[src/hw/mdu_consts.svh]
// constants of the multiply/divide unit: offsets, fields, reset values, counts
// Function
// RULE1 - 8-bit control at FF68, reset 00
// RULE2 - start bit launches, self-clears when done
// RULE3 - mode bit: 0 divide, 1 multiply
// RULE4 - clearing start while busy aborts
// RULE5 - completion beats simultaneous clear, flags interrupt
// RULE6 - software keeps mode steady while busy
// RULE7 - multiply finishes after 16 clocks
// RULE8 - divide finishes after 32 clocks
// RULE9 - intermediate values land in result registers
// RULE10 - product lands across both operand halves
// RULE11 - quotient in operand register, remainder separate
// RULE12 - interrupt request follows start bit clearing
// RULE13 - software loads A low, B, writes 81
// RULE14 - software loads dividend, divisor, writes 80
// RULE15 - after abort software reloads all registers
// RULE16 - multiply low halves, clear high at start
// RULE17 - remainder cleared at start; reset zeroes registers
// RULE18 - software never divides by zero
// RULE19 - interrupt priority 24, vector 0034
// RULE20 - all operands unsigned
// RULE21 - operands taken at start, result after last; the code reads operand b (divisor_multiplier_reg) live at every step
`ifndef MDU_CONSTS_SVH
`define MDU_CONSTS_SVH

// ==========================================================
// register addresses (byte wide bus)
`define MDU_ADDR_REM_LO 16'hFF60
`define MDU_ADDR_REM_HI 16'hFF61
`define MDU_ADDR_OPR_B0 16'hFF62
`define MDU_ADDR_OPR_B1 16'hFF63
`define MDU_ADDR_OPR_B2 16'hFF64
`define MDU_ADDR_OPR_B3 16'hFF65
`define MDU_ADDR_DVS_LO 16'hFF66
`define MDU_ADDR_DVS_HI 16'hFF67
`define MDU_ADDR_CTRL 16'hFF68

// ==========================================================
// control register fields and reset values
`define MDU_CTRL_START_BIT 7
`define MDU_CTRL_MODE_BIT 0
`define MDU_CTRL_RESET 8'h00
`define MDU_WORD16_RESET 16'h0000

// ==========================================================
// iteration counts and interrupt attributes
`define MDU_MUL_STEPS 16
`define MDU_DIV_STEPS 32
`define MDU_IRQ_PRIORITY 24
`define MDU_IRQ_VECTOR 16'h0034

`endif

[src/hw/mdu_pkg.sv]
// types shared by the multiply/divide unit
package mdu_pkg;

  // ==========================================================
  // operation mode as held in the control register
  typedef enum logic {
    MDU_DIV = 1'b0,
    MDU_MUL = 1'b1
  } mdu_mode_e;

  // ==========================================================
  // sequencer states, gray coded idle -> run -> done
  typedef enum logic [1:0] {
    MDU_IDLE = 2'b00,
    MDU_RUN = 2'b01,
    MDU_DONE = 2'b11
  } mdu_state_e;

  // ==========================================================
  // working registers of the datapath
  typedef struct packed {
    logic [15:0] hi;  // operand/result high half
    logic [15:0] lo;  // operand/result low half
    logic [15:0] rem; // remainder
  } mdu_work_s;

endpackage

[src/hw/mdu_step.sv]
// one iteration of shift-add multiply or restoring divide
`timescale 1ns/1ps
`default_nettype none
module mdu_step
  import mdu_pkg::*;
(
  input wire mdu_mode_e mode,
  input wire mdu_work_s cur,
  input wire logic [15:0] operand_b,
  output mdu_work_s nxt
);

  logic [16:0] sum;   // multiply partial sum with carry
  logic [16:0] trial; // divide shifted remainder
  logic [16:0] diff;  // divide trial subtraction

  // ==========================================================
  // combinational step, unsigned throughout
  always_comb begin
    sum = {1'b0, cur.hi} + (cur.lo[0] ? {1'b0, operand_b} : 17'h00000); // RULE20
    trial = {cur.rem, cur.hi[15]};
    diff = trial - {1'b0, operand_b};
    nxt = cur;
    if (mode == MDU_MUL) begin
      // add then shift product right, remainder untouched
      nxt.hi = sum[16:1];            // RULE16
      nxt.lo = {sum[0], cur.lo[15:1]};
    end else begin
      // shift dividend left into remainder, subtract if it fits
      nxt.hi = {cur.hi[14:0], cur.lo[15]};
      if (trial >= {1'b0, operand_b}) begin
        nxt.rem = diff[15:0];
        nxt.lo = {cur.lo[14:0], 1'b1};
      end else begin
        nxt.rem = trial[15:0];
        nxt.lo = {cur.lo[14:0], 1'b0};
      end
    end
  end

endmodule // mdu_step
`default_nettype wire

[src/hw/mdu_top.sv]
// memory-mapped multiply/divide unit with byte register bus
`timescale 1ns/1ps
`default_nettype none
`include "mdu_consts.svh"
module mdu_top
  import mdu_pkg::*;
#(
  parameter int MUL_STEPS = `MDU_MUL_STEPS, // multiply iterations
  parameter int DIV_STEPS = `MDU_DIV_STEPS  // divide iterations
)(
  input wire logic clk,
  input wire logic rst_b,
  input wire logic [15:0] bus_addr,
  input wire logic bus_wr,
  input wire logic bus_rd,
  input wire logic [7:0] bus_wdata,
  output logic [7:0] bus_rdata,
  output logic muldiv_done_irq
);

  // ==========================================================
  // interrupt attributes for the controller outside
  localparam int IRQ_PRIORITY = `MDU_IRQ_PRIORITY; // RULE19
  localparam logic [15:0] IRQ_VECTOR = `MDU_IRQ_VECTOR; // RULE19

  // ==========================================================
  // state
  mdu_state_e state;       // sequencer state
  mdu_state_e next_state;
  logic [5:0] count;       // steps still to run after the current one
  logic [5:0] next_count;
  mdu_mode_e mode_select_bit;  // mode bit of the control register
  mdu_mode_e next_mode_select_bit;
  mdu_work_s work;         // operand/result and remainder registers
  mdu_work_s next_work;
  logic [15:0] divisor_multiplier_reg; // operand b
  logic [15:0] next_divisor_multiplier_reg;
  logic [7:0] next_bus_rdata;
  logic next_done_irq;

  // ==========================================================
  // decoded accesses
  logic ctrl_wr;        // write to the control register
  logic start_req;      // write with start bit set
  logic stop_req;       // write with start bit clear
  logic start_busy_bit; // start/busy as read back
  mdu_work_s step_out;  // one datapath iteration
  logic [7:0] ctrl_value;

  assign ctrl_wr = bus_wr && (bus_addr == `MDU_ADDR_CTRL);
  assign start_req = ctrl_wr && bus_wdata[`MDU_CTRL_START_BIT];
  assign stop_req = ctrl_wr && !bus_wdata[`MDU_CTRL_START_BIT];
  // busy while running and in the finishing cycle
  assign start_busy_bit = (state != MDU_IDLE); // RULE2
  // unused bits read zero
  assign ctrl_value = {start_busy_bit, 6'h00, mode_select_bit}; // RULE1

  // ==========================================================
  // byte merge into a 16-bit register half
  function automatic logic [15:0] put_byte(input logic [15:0] val,
                                           input logic upper,
                                           input logic [7:0] data);
    logic [15:0] res;
    res = val;
    if (upper) begin
      res[15:8] = data;
    end else begin
      res[7:0] = data;
    end
    return res;
  endfunction

  // ==========================================================
  // iteration datapath
  mdu_step u_step (
    .mode(mode_select_bit),
    .cur(work),
    .operand_b(divisor_multiplier_reg),
    .nxt(step_out)
  );

  // ==========================================================
  // sequencer and register writes, next values
  always_comb begin
    next_state = state;
    next_count = count;
    next_mode_select_bit = mode_select_bit;
    next_work = work;
    next_divisor_multiplier_reg = divisor_multiplier_reg;
    next_done_irq = 1'b0;
    // mode bit follows every control write
    if (ctrl_wr) begin
      next_mode_select_bit = mdu_mode_e'(bus_wdata[`MDU_CTRL_MODE_BIT]); // RULE3
    end
    // operand b is writable at any time; changing it mid-run spoils the result
    if (bus_wr && bus_addr == `MDU_ADDR_DVS_LO) begin
      next_divisor_multiplier_reg = put_byte(divisor_multiplier_reg, 1'b0, bus_wdata);
    end
    if (bus_wr && bus_addr == `MDU_ADDR_DVS_HI) begin
      next_divisor_multiplier_reg = put_byte(divisor_multiplier_reg, 1'b1, bus_wdata);
    end
    case (state)
      MDU_IDLE: begin
        // operand register writable only while idle
        if (bus_wr && bus_addr == `MDU_ADDR_OPR_B0) begin
          next_work.lo = put_byte(work.lo, 1'b0, bus_wdata);
        end
        if (bus_wr && bus_addr == `MDU_ADDR_OPR_B1) begin
          next_work.lo = put_byte(work.lo, 1'b1, bus_wdata);
        end
        if (bus_wr && bus_addr == `MDU_ADDR_OPR_B2) begin
          next_work.hi = put_byte(work.hi, 1'b0, bus_wdata);
        end
        if (bus_wr && bus_addr == `MDU_ADDR_OPR_B3) begin
          next_work.hi = put_byte(work.hi, 1'b1, bus_wdata);
        end
        // launch: operands stand in the registers already
        if (start_req) begin // RULE2
          next_state = MDU_RUN; // RULE21
          next_work.rem = `MDU_WORD16_RESET; // RULE17
          if (bus_wdata[`MDU_CTRL_MODE_BIT]) begin
            next_work.hi = `MDU_WORD16_RESET; // RULE16
            next_count = 6'(MUL_STEPS - 1); // RULE7
          end else begin
            next_count = 6'(DIV_STEPS - 1); // RULE8
          end
        end
      end
      MDU_RUN: begin
        // partial values are visible in the registers
        next_work = step_out; // RULE9
        if (count == 6'h00) begin
          next_state = MDU_DONE;
        end else begin
          next_count = count - 6'h01;
        end
        // software stop abandons the run
        if (stop_req) begin
          next_state = MDU_IDLE; // RULE4
          next_count = 6'h00;
        end
      end
      MDU_DONE: begin
        // result already in place; a clear in this cycle does not cancel it
        next_state = MDU_IDLE; // RULE5
        next_done_irq = 1'b1; // RULE12
      end
      default: begin
        next_state = MDU_IDLE;
      end
    endcase
  end

  // ==========================================================
  // read data, registered one cycle after the strobe
  always_comb begin
    next_bus_rdata = 8'h00;
    if (bus_rd) begin
      case (bus_addr)
        `MDU_ADDR_REM_LO: next_bus_rdata = work.rem[7:0];   // RULE11
        `MDU_ADDR_REM_HI: next_bus_rdata = work.rem[15:8];
        `MDU_ADDR_OPR_B0: next_bus_rdata = work.lo[7:0];    // RULE10
        `MDU_ADDR_OPR_B1: next_bus_rdata = work.lo[15:8];
        `MDU_ADDR_OPR_B2: next_bus_rdata = work.hi[7:0];
        `MDU_ADDR_OPR_B3: next_bus_rdata = work.hi[15:8];
        `MDU_ADDR_DVS_LO: next_bus_rdata = divisor_multiplier_reg[7:0];
        `MDU_ADDR_DVS_HI: next_bus_rdata = divisor_multiplier_reg[15:8];
        `MDU_ADDR_CTRL: next_bus_rdata = ctrl_value;
        default: next_bus_rdata = 8'h00;
      endcase
    end
  end

  // ==========================================================
  // registers
  always_ff @(posedge clk or negedge rst_b) begin
    if (!rst_b) begin
      state <= MDU_IDLE;
      count <= 6'h00;
      mode_select_bit <= MDU_DIV; // RULE1
      work <= '0; // RULE17
      divisor_multiplier_reg <= `MDU_WORD16_RESET;
      bus_rdata <= 8'h00;
      muldiv_done_irq <= 1'b0;
    end else begin
      state <= next_state;
      count <= next_count;
      mode_select_bit <= next_mode_select_bit;
      work <= next_work;
      divisor_multiplier_reg <= next_divisor_multiplier_reg;
      bus_rdata <= next_bus_rdata;
      muldiv_done_irq <= next_done_irq;
    end
  end

endmodule // mdu_top
`default_nettype wire

[config.mk]
export PLATFORM = sky130hd
export DESIGN_NAME = mdu_top
export DESIGN_NICKNAME = d
export VERILOG_FILES = /design/src/hw/mdu_pkg.sv /design/src/hw/mdu_step.sv /design/src/hw/mdu_top.sv
export VERILOG_INCLUDE_DIRS = /design/src /design/src/hw
export SDC_FILE = /design/constraint.sdc
export NUM_CORES = 1
export LEC_CHECK = 0
export BUFFER_PORTS_ARGS = -buffer_cell sky130_fd_sc_hd__buf_2
export CORE_ASPECT_RATIO = 1.75
export CORE_UTILIZATION = 55
export CTS_BUF_LIST = sky130_fd_sc_hd__clkbuf_16
export DETAILED_ROUTE_END_ITERATION = 16
export PLACE_DENSITY_LB_ADDON = 0.15
export SYNTH_ARGS = -nofsm -noshare
export SYNTH_HDL_FRONTEND = slang
export SYNTH_SLANG_ARGS = --single-unit
[constraint.sdc]
create_clock -name clk -period 3.08 [get_ports clk]
set_clock_uncertainty 0.1 [all_clocks]
set_input_delay 0.616 -clock clk [delete_from_list [all_inputs] [get_ports clk]]
set_output_delay 0.616 -clock clk [all_outputs]
set_load 0.05 [all_outputs]
==> impl.org <==
** Finish
- Commonest cells after routing, fill and taps aside :: sky130_fd_sc_hd__dfrtp_1 (82), sky130_fd_sc_hd__nor2_1 (80), sky130_fd_sc_hd__a21oi_1 (69), sky130_fd_sc_hd__nand2_1 (54), sky130_fd_sc_hd__o21ai_0 (50)
- Of the cells placed in the final design, the portion with a size suffix greater than 1 is 15.4%.
- Total inserted antenna cells :: 0
- Final Util :: 64.1%
- Layout Nets :: 860
- Flip-flop count of the largest register, all copies and words added :: 48
- Total area of sequential cells :: 2050 sq um
- Final instance area :: 7160 sq um
- The library cell used most frequently in the layout, excluding fill and tap cells, is sky130_fd_sc_hd__dfrtp_1.
- Layout Area Growth over Synthesis :: 12.8%
- Summing all multi-input logic gate instances after layout gives between 4000 and 5000 sq um.
- Count of fill cells added during filler insertion :: 1000

** Die
- In this run the horizontal extent of the chip is 83.2 microns.
- # rows :: 51
- Measured along the y axis, the die boundary spans 144 microns.
- The floorplan step defined a core boundary enclosing 11200 sq um.
- During I/O placement, the number of pins put on the boundary was 37.
- For this configuration, the core starts out at a cell density of between 50 and 60%.
- DIE AREA :: ~12000 sq um

** Critical path
- Maximum single-stage delay on the critical path :: roughly 500 ps
- CP endpoint kind :: flip-flop
- The critical path is of the reg2reg type.
- Data arrives at the worst endpoint at 3150 ps.
- Traced cell by cell, the critical path runs through ha_1 -> fa_1 -> nand2b_1 -> a2111oi_1 -> nor2_1 -> or4_1 -> nand4b_1 -> mux2i_1 -> o21ai_0.
- Critical path required time :: 3250 ps
- The worst setup path is launched from a flip-flop.
- The slowest stage of the critical path belongs to the cell sky130_fd_sc_hd__or4_1.
- Largest fanout on the critical path :: 4
- CP Buf/Inv Count :: 0
- The kind of cell with the highest combined delay along the critical path is simple AND/OR/NAND/NOR gates.
- Setup slack on the worst reg-to-reg path comes out at 100 ps.

** Drt
- DRC viols :: 0
- For this block, the initial DRC count from the detailed router was 657.
- Dividing the detail-routed wire length by the instance count gives 24.5 microns.
- Via count :: about 6400
- Number of nets with antenna violations after routing :: 0
- After detailed routing, the number of vias per cell comes to 6.90.
- The first TritonRoute pass finished after 6 iterations.
- Detailed-route wire length :: between 20000 and 25000 microns

** Synthesis
- Cells after Synth :: 746
- Of all cell types, the one taking the most synthesized area is sky130_fd_sc_hd__dfrtp_1.
- Number of enable-type register cells in the synthesized netlist :: 0
- For this run, asynchronously set or reset flops after synthesis account for 100%.
- The synthesized netlist occupies a cell area of between 6000 and 7000 sq um.
- Largest cells by area after synthesis :: sky130_fd_sc_hd__dfrtp_1 (32%), sky130_fd_sc_hd__ha_1 (6.7%), sky130_fd_sc_hd__mux2i_1 (5.7%)
- Register bit count reported by yosys :: approximately 80
- Sequential cells were found to cover between 30% and 40% of the synthesized design area.
- Synthesized netlist net count :: 810
- A synthesized cell averages 8.51 sq um.
- Among all flip-flop cells after synthesis, the most frequent one is sky130_fd_sc_hd__dfrtp_1.
- Synth warnings :: 0
- Count of distinct cell types in the synthesized netlist :: 74
- Top cell type's share of synthesized area :: 32.3%

** Clock tree
- Number of sinks driven by the clock tree :: 82
- The H-tree was split into 3 levels.
- Source-to-sink clock delay at the later pin of the worst-skew pair :: 350 ps
- Buffers inserted during clock tree synthesis total 9.
- After clock tree synthesis, the flow added hold-fix buffers numbering 0.
- Cell chosen for the clock root :: sky130_fd_sc_hd__clkbuf_16
- Number of post-CTS setup repair buffers :: 0
- Clock-pin slew was measured on the worst setup and hold paths at 60 ps.
- The clock passes through at most 2 buffers.
- Clock tree from TritonCTS :: yes

** Job
- Number of violations of the max-capacitance limit :: 0

** Power and ir drop
- For this design the ratio of total power to cell area is approximately 330 nW/um^2.
- Worst IR drop on VDD :: 0.000350 V
- Leak Pwr :: 3.08 nW

** Timing
- Count of endpoints failing setup in the final report :: 0
- The number of slew-limit violations in the final report was 0.
- Worst max-slew margin expressed relative to the limit :: a little under a fifth
- The worst path needs 2980 ps of the cycle, external delays included.
- Final hold analysis gives a worst-case slack of 347 ps.
- Dividing the final minimum period by the clock period gives 96.7%.
- For the final routed database, the setup TNS stands at 0 ps.
- Static timing analysis puts the maximum clock frequency at 336 MHz.
- At the pin with the least slew margin, the transition time is 1220 ps.
- Setup repair after global routing left no endpoint under its margin.
- Final hold violations :: 0

** Global route
- Vias in the first global route :: 6489
- Remaining global-route overflow :: 0
- The first global-routing pass estimated 35700 microns of wire.
- In the global route stage, met1 resource usage came out at 42.7%.
- Met3 global-route usage :: just under 5%
- Global routing consumed, on the met2 layer, between 70% and 80% of the routing resources.
- Entering global routing, the biggest net connects 83 pins.
- met2 is the most crowded layer.
- Initial antenna violation count :: 0
- Global routing consumed, over all layers together, 39.3% of the routing resources.

** Placed design
- Post-place instance area :: 6840 sq um
- Final RePlAce weighted congestion :: approximately 1.1
- In this run the tool buffered the top-level ports with 36 buffer cells.
- After legalization and detailed placement, the total HPWL measured between 15000 and 20000 microns.

** Run status
- The flow ran to the end, and the final reports show no timing, DRC or antenna violations.

** Min path
- The path class of the tightest hold or removal check is in2async.
-- timing repair --
item,4_1_cts,5_1_grt
endpoints found under the hold margin,0,0
resized for setup,0,1
setup endpoints to repair,0,1
-- final timing paths --
check                                                      start                    to  cells past startpoint
max in group asynchronous                                  rst_b  work[41]$_DFFE_PN0P_                      1
max reg2reg                divisor_multiplier_reg[0]$_DFFE_PN0P_  work[14]$_DFFE_PN0P_                      9
min in group clk                            count[4]$_DFFE_PN0P_  count[4]$_DFFE_PN0P_                      2
max                        divisor_multiplier_reg[0]$_DFFE_PN0P_  work[14]$_DFFE_PN0P_                      9
min reg2reg                                 count[4]$_DFFE_PN0P_  count[4]$_DFFE_PN0P_                      2
min                                                        rst_b  count[3]$_DFFE_PN0P_                      1
-- worst reg2reg max path: stages (launching register included) --
cell	delay (ps)
sky130_fd_sc_hd__dfrtp_1	420
sky130_fd_sc_hd__ha_1	240
sky130_fd_sc_hd__fa_1	410
sky130_fd_sc_hd__nand2b_1	180
sky130_fd_sc_hd__a2111oi_1	490
sky130_fd_sc_hd__nor2_1	220
sky130_fd_sc_hd__or4_1	500
sky130_fd_sc_hd__nand4b_1	120
sky130_fd_sc_hd__mux2i_1	80
sky130_fd_sc_hd__o21ai_0	150
-- area by class of cell --
class	count	area share [%]
tap	132	2.31
inverter	33	1.73
sequential	82	28.7
clock buffer	9	3.15
clock inverter	7	1.33
timing repair buffer	70	6.29
multi-input combinational	600	56.5
-- kinds of logic (layout without fill, tap and decap cells) --
group,count (synthesis),in the layout,share of synthesized area [%]
XOR/XNOR,17,17,2.34
adder cells (fa/ha/maj),36,36,7.33
AO/OA/AOI/OAI,241,241,25.0
AND/OR/NAND/NOR,250,250,19.8
buffers and inverters,64,119,4.00
flip-flops,82,82,32.3
multiplexers,56,56,9.22
-- synthesized netlist by cell type (3+ instances only) --
cell type                   instances
sky130_fd_sc_hd__a211o_1            3
sky130_fd_sc_hd__a211oi_1          11
sky130_fd_sc_hd__a21o_1             6
sky130_fd_sc_hd__a21oi_1           69
sky130_fd_sc_hd__a221o_1            4
sky130_fd_sc_hd__a221oi_1           6
sky130_fd_sc_hd__a222oi_1           9
sky130_fd_sc_hd__a22o_1             3
sky130_fd_sc_hd__a22oi_1           19
sky130_fd_sc_hd__a31oi_1           10
sky130_fd_sc_hd__and2_1            22
sky130_fd_sc_hd__and3_1             9
sky130_fd_sc_hd__and4_1             6
sky130_fd_sc_hd__buf_1              4
sky130_fd_sc_hd__clkbuf_1          23
sky130_fd_sc_hd__dfrtp_1           82
sky130_fd_sc_hd__ha_1              34
sky130_fd_sc_hd__inv_1             33
sky130_fd_sc_hd__mux2_2            20
sky130_fd_sc_hd__mux2i_1           36
sky130_fd_sc_hd__nand2_1           54
sky130_fd_sc_hd__nand2b_1           6
sky130_fd_sc_hd__nand3_1           19
sky130_fd_sc_hd__nand4_1            5
sky130_fd_sc_hd__nor2_1            80
sky130_fd_sc_hd__nor2b_1            8
sky130_fd_sc_hd__nor3_1            16
sky130_fd_sc_hd__nor4_1             4
sky130_fd_sc_hd__o211ai_1           6
sky130_fd_sc_hd__o21a_1             7
sky130_fd_sc_hd__o21ai_0           50
sky130_fd_sc_hd__o21ai_1            7
sky130_fd_sc_hd__o21bai_1           3
sky130_fd_sc_hd__o2bb2ai_1          4
sky130_fd_sc_hd__o31ai_1            3
sky130_fd_sc_hd__or2_2              3
sky130_fd_sc_hd__xnor2_1           13
sky130_fd_sc_hd__xor2_1             4
-- routing by layer --
layer  part of all wire (%)  routed length, microns
met5                      0                       0
met1                     35                    8020
met2                     51                   11700
met3                    6.1                    1390
met4                    7.9                    1800
-- metrics by stage --
step	total power, mW	instances	setup slack (ps)
after floorplan	1.16	746	420
after global placement	1.23	917	234
after detailed placement	1.23	917	194
after CTS	2.40	933	144
after global routing	2.45	933	31.0
final	2.39	933	101
-- power by group --
part	leakage, nW	total [mW]	internal (mW)	switching, mW
Clock	0.161	1.18	0.710	0.468
Combinational	1.92	0.122	0.0371	0.0851
Sequential	1.00	1.09	1.08	0.00938
Total	3.08	2.39	1.83	0.562
Power figures use the tool's default switching activity.
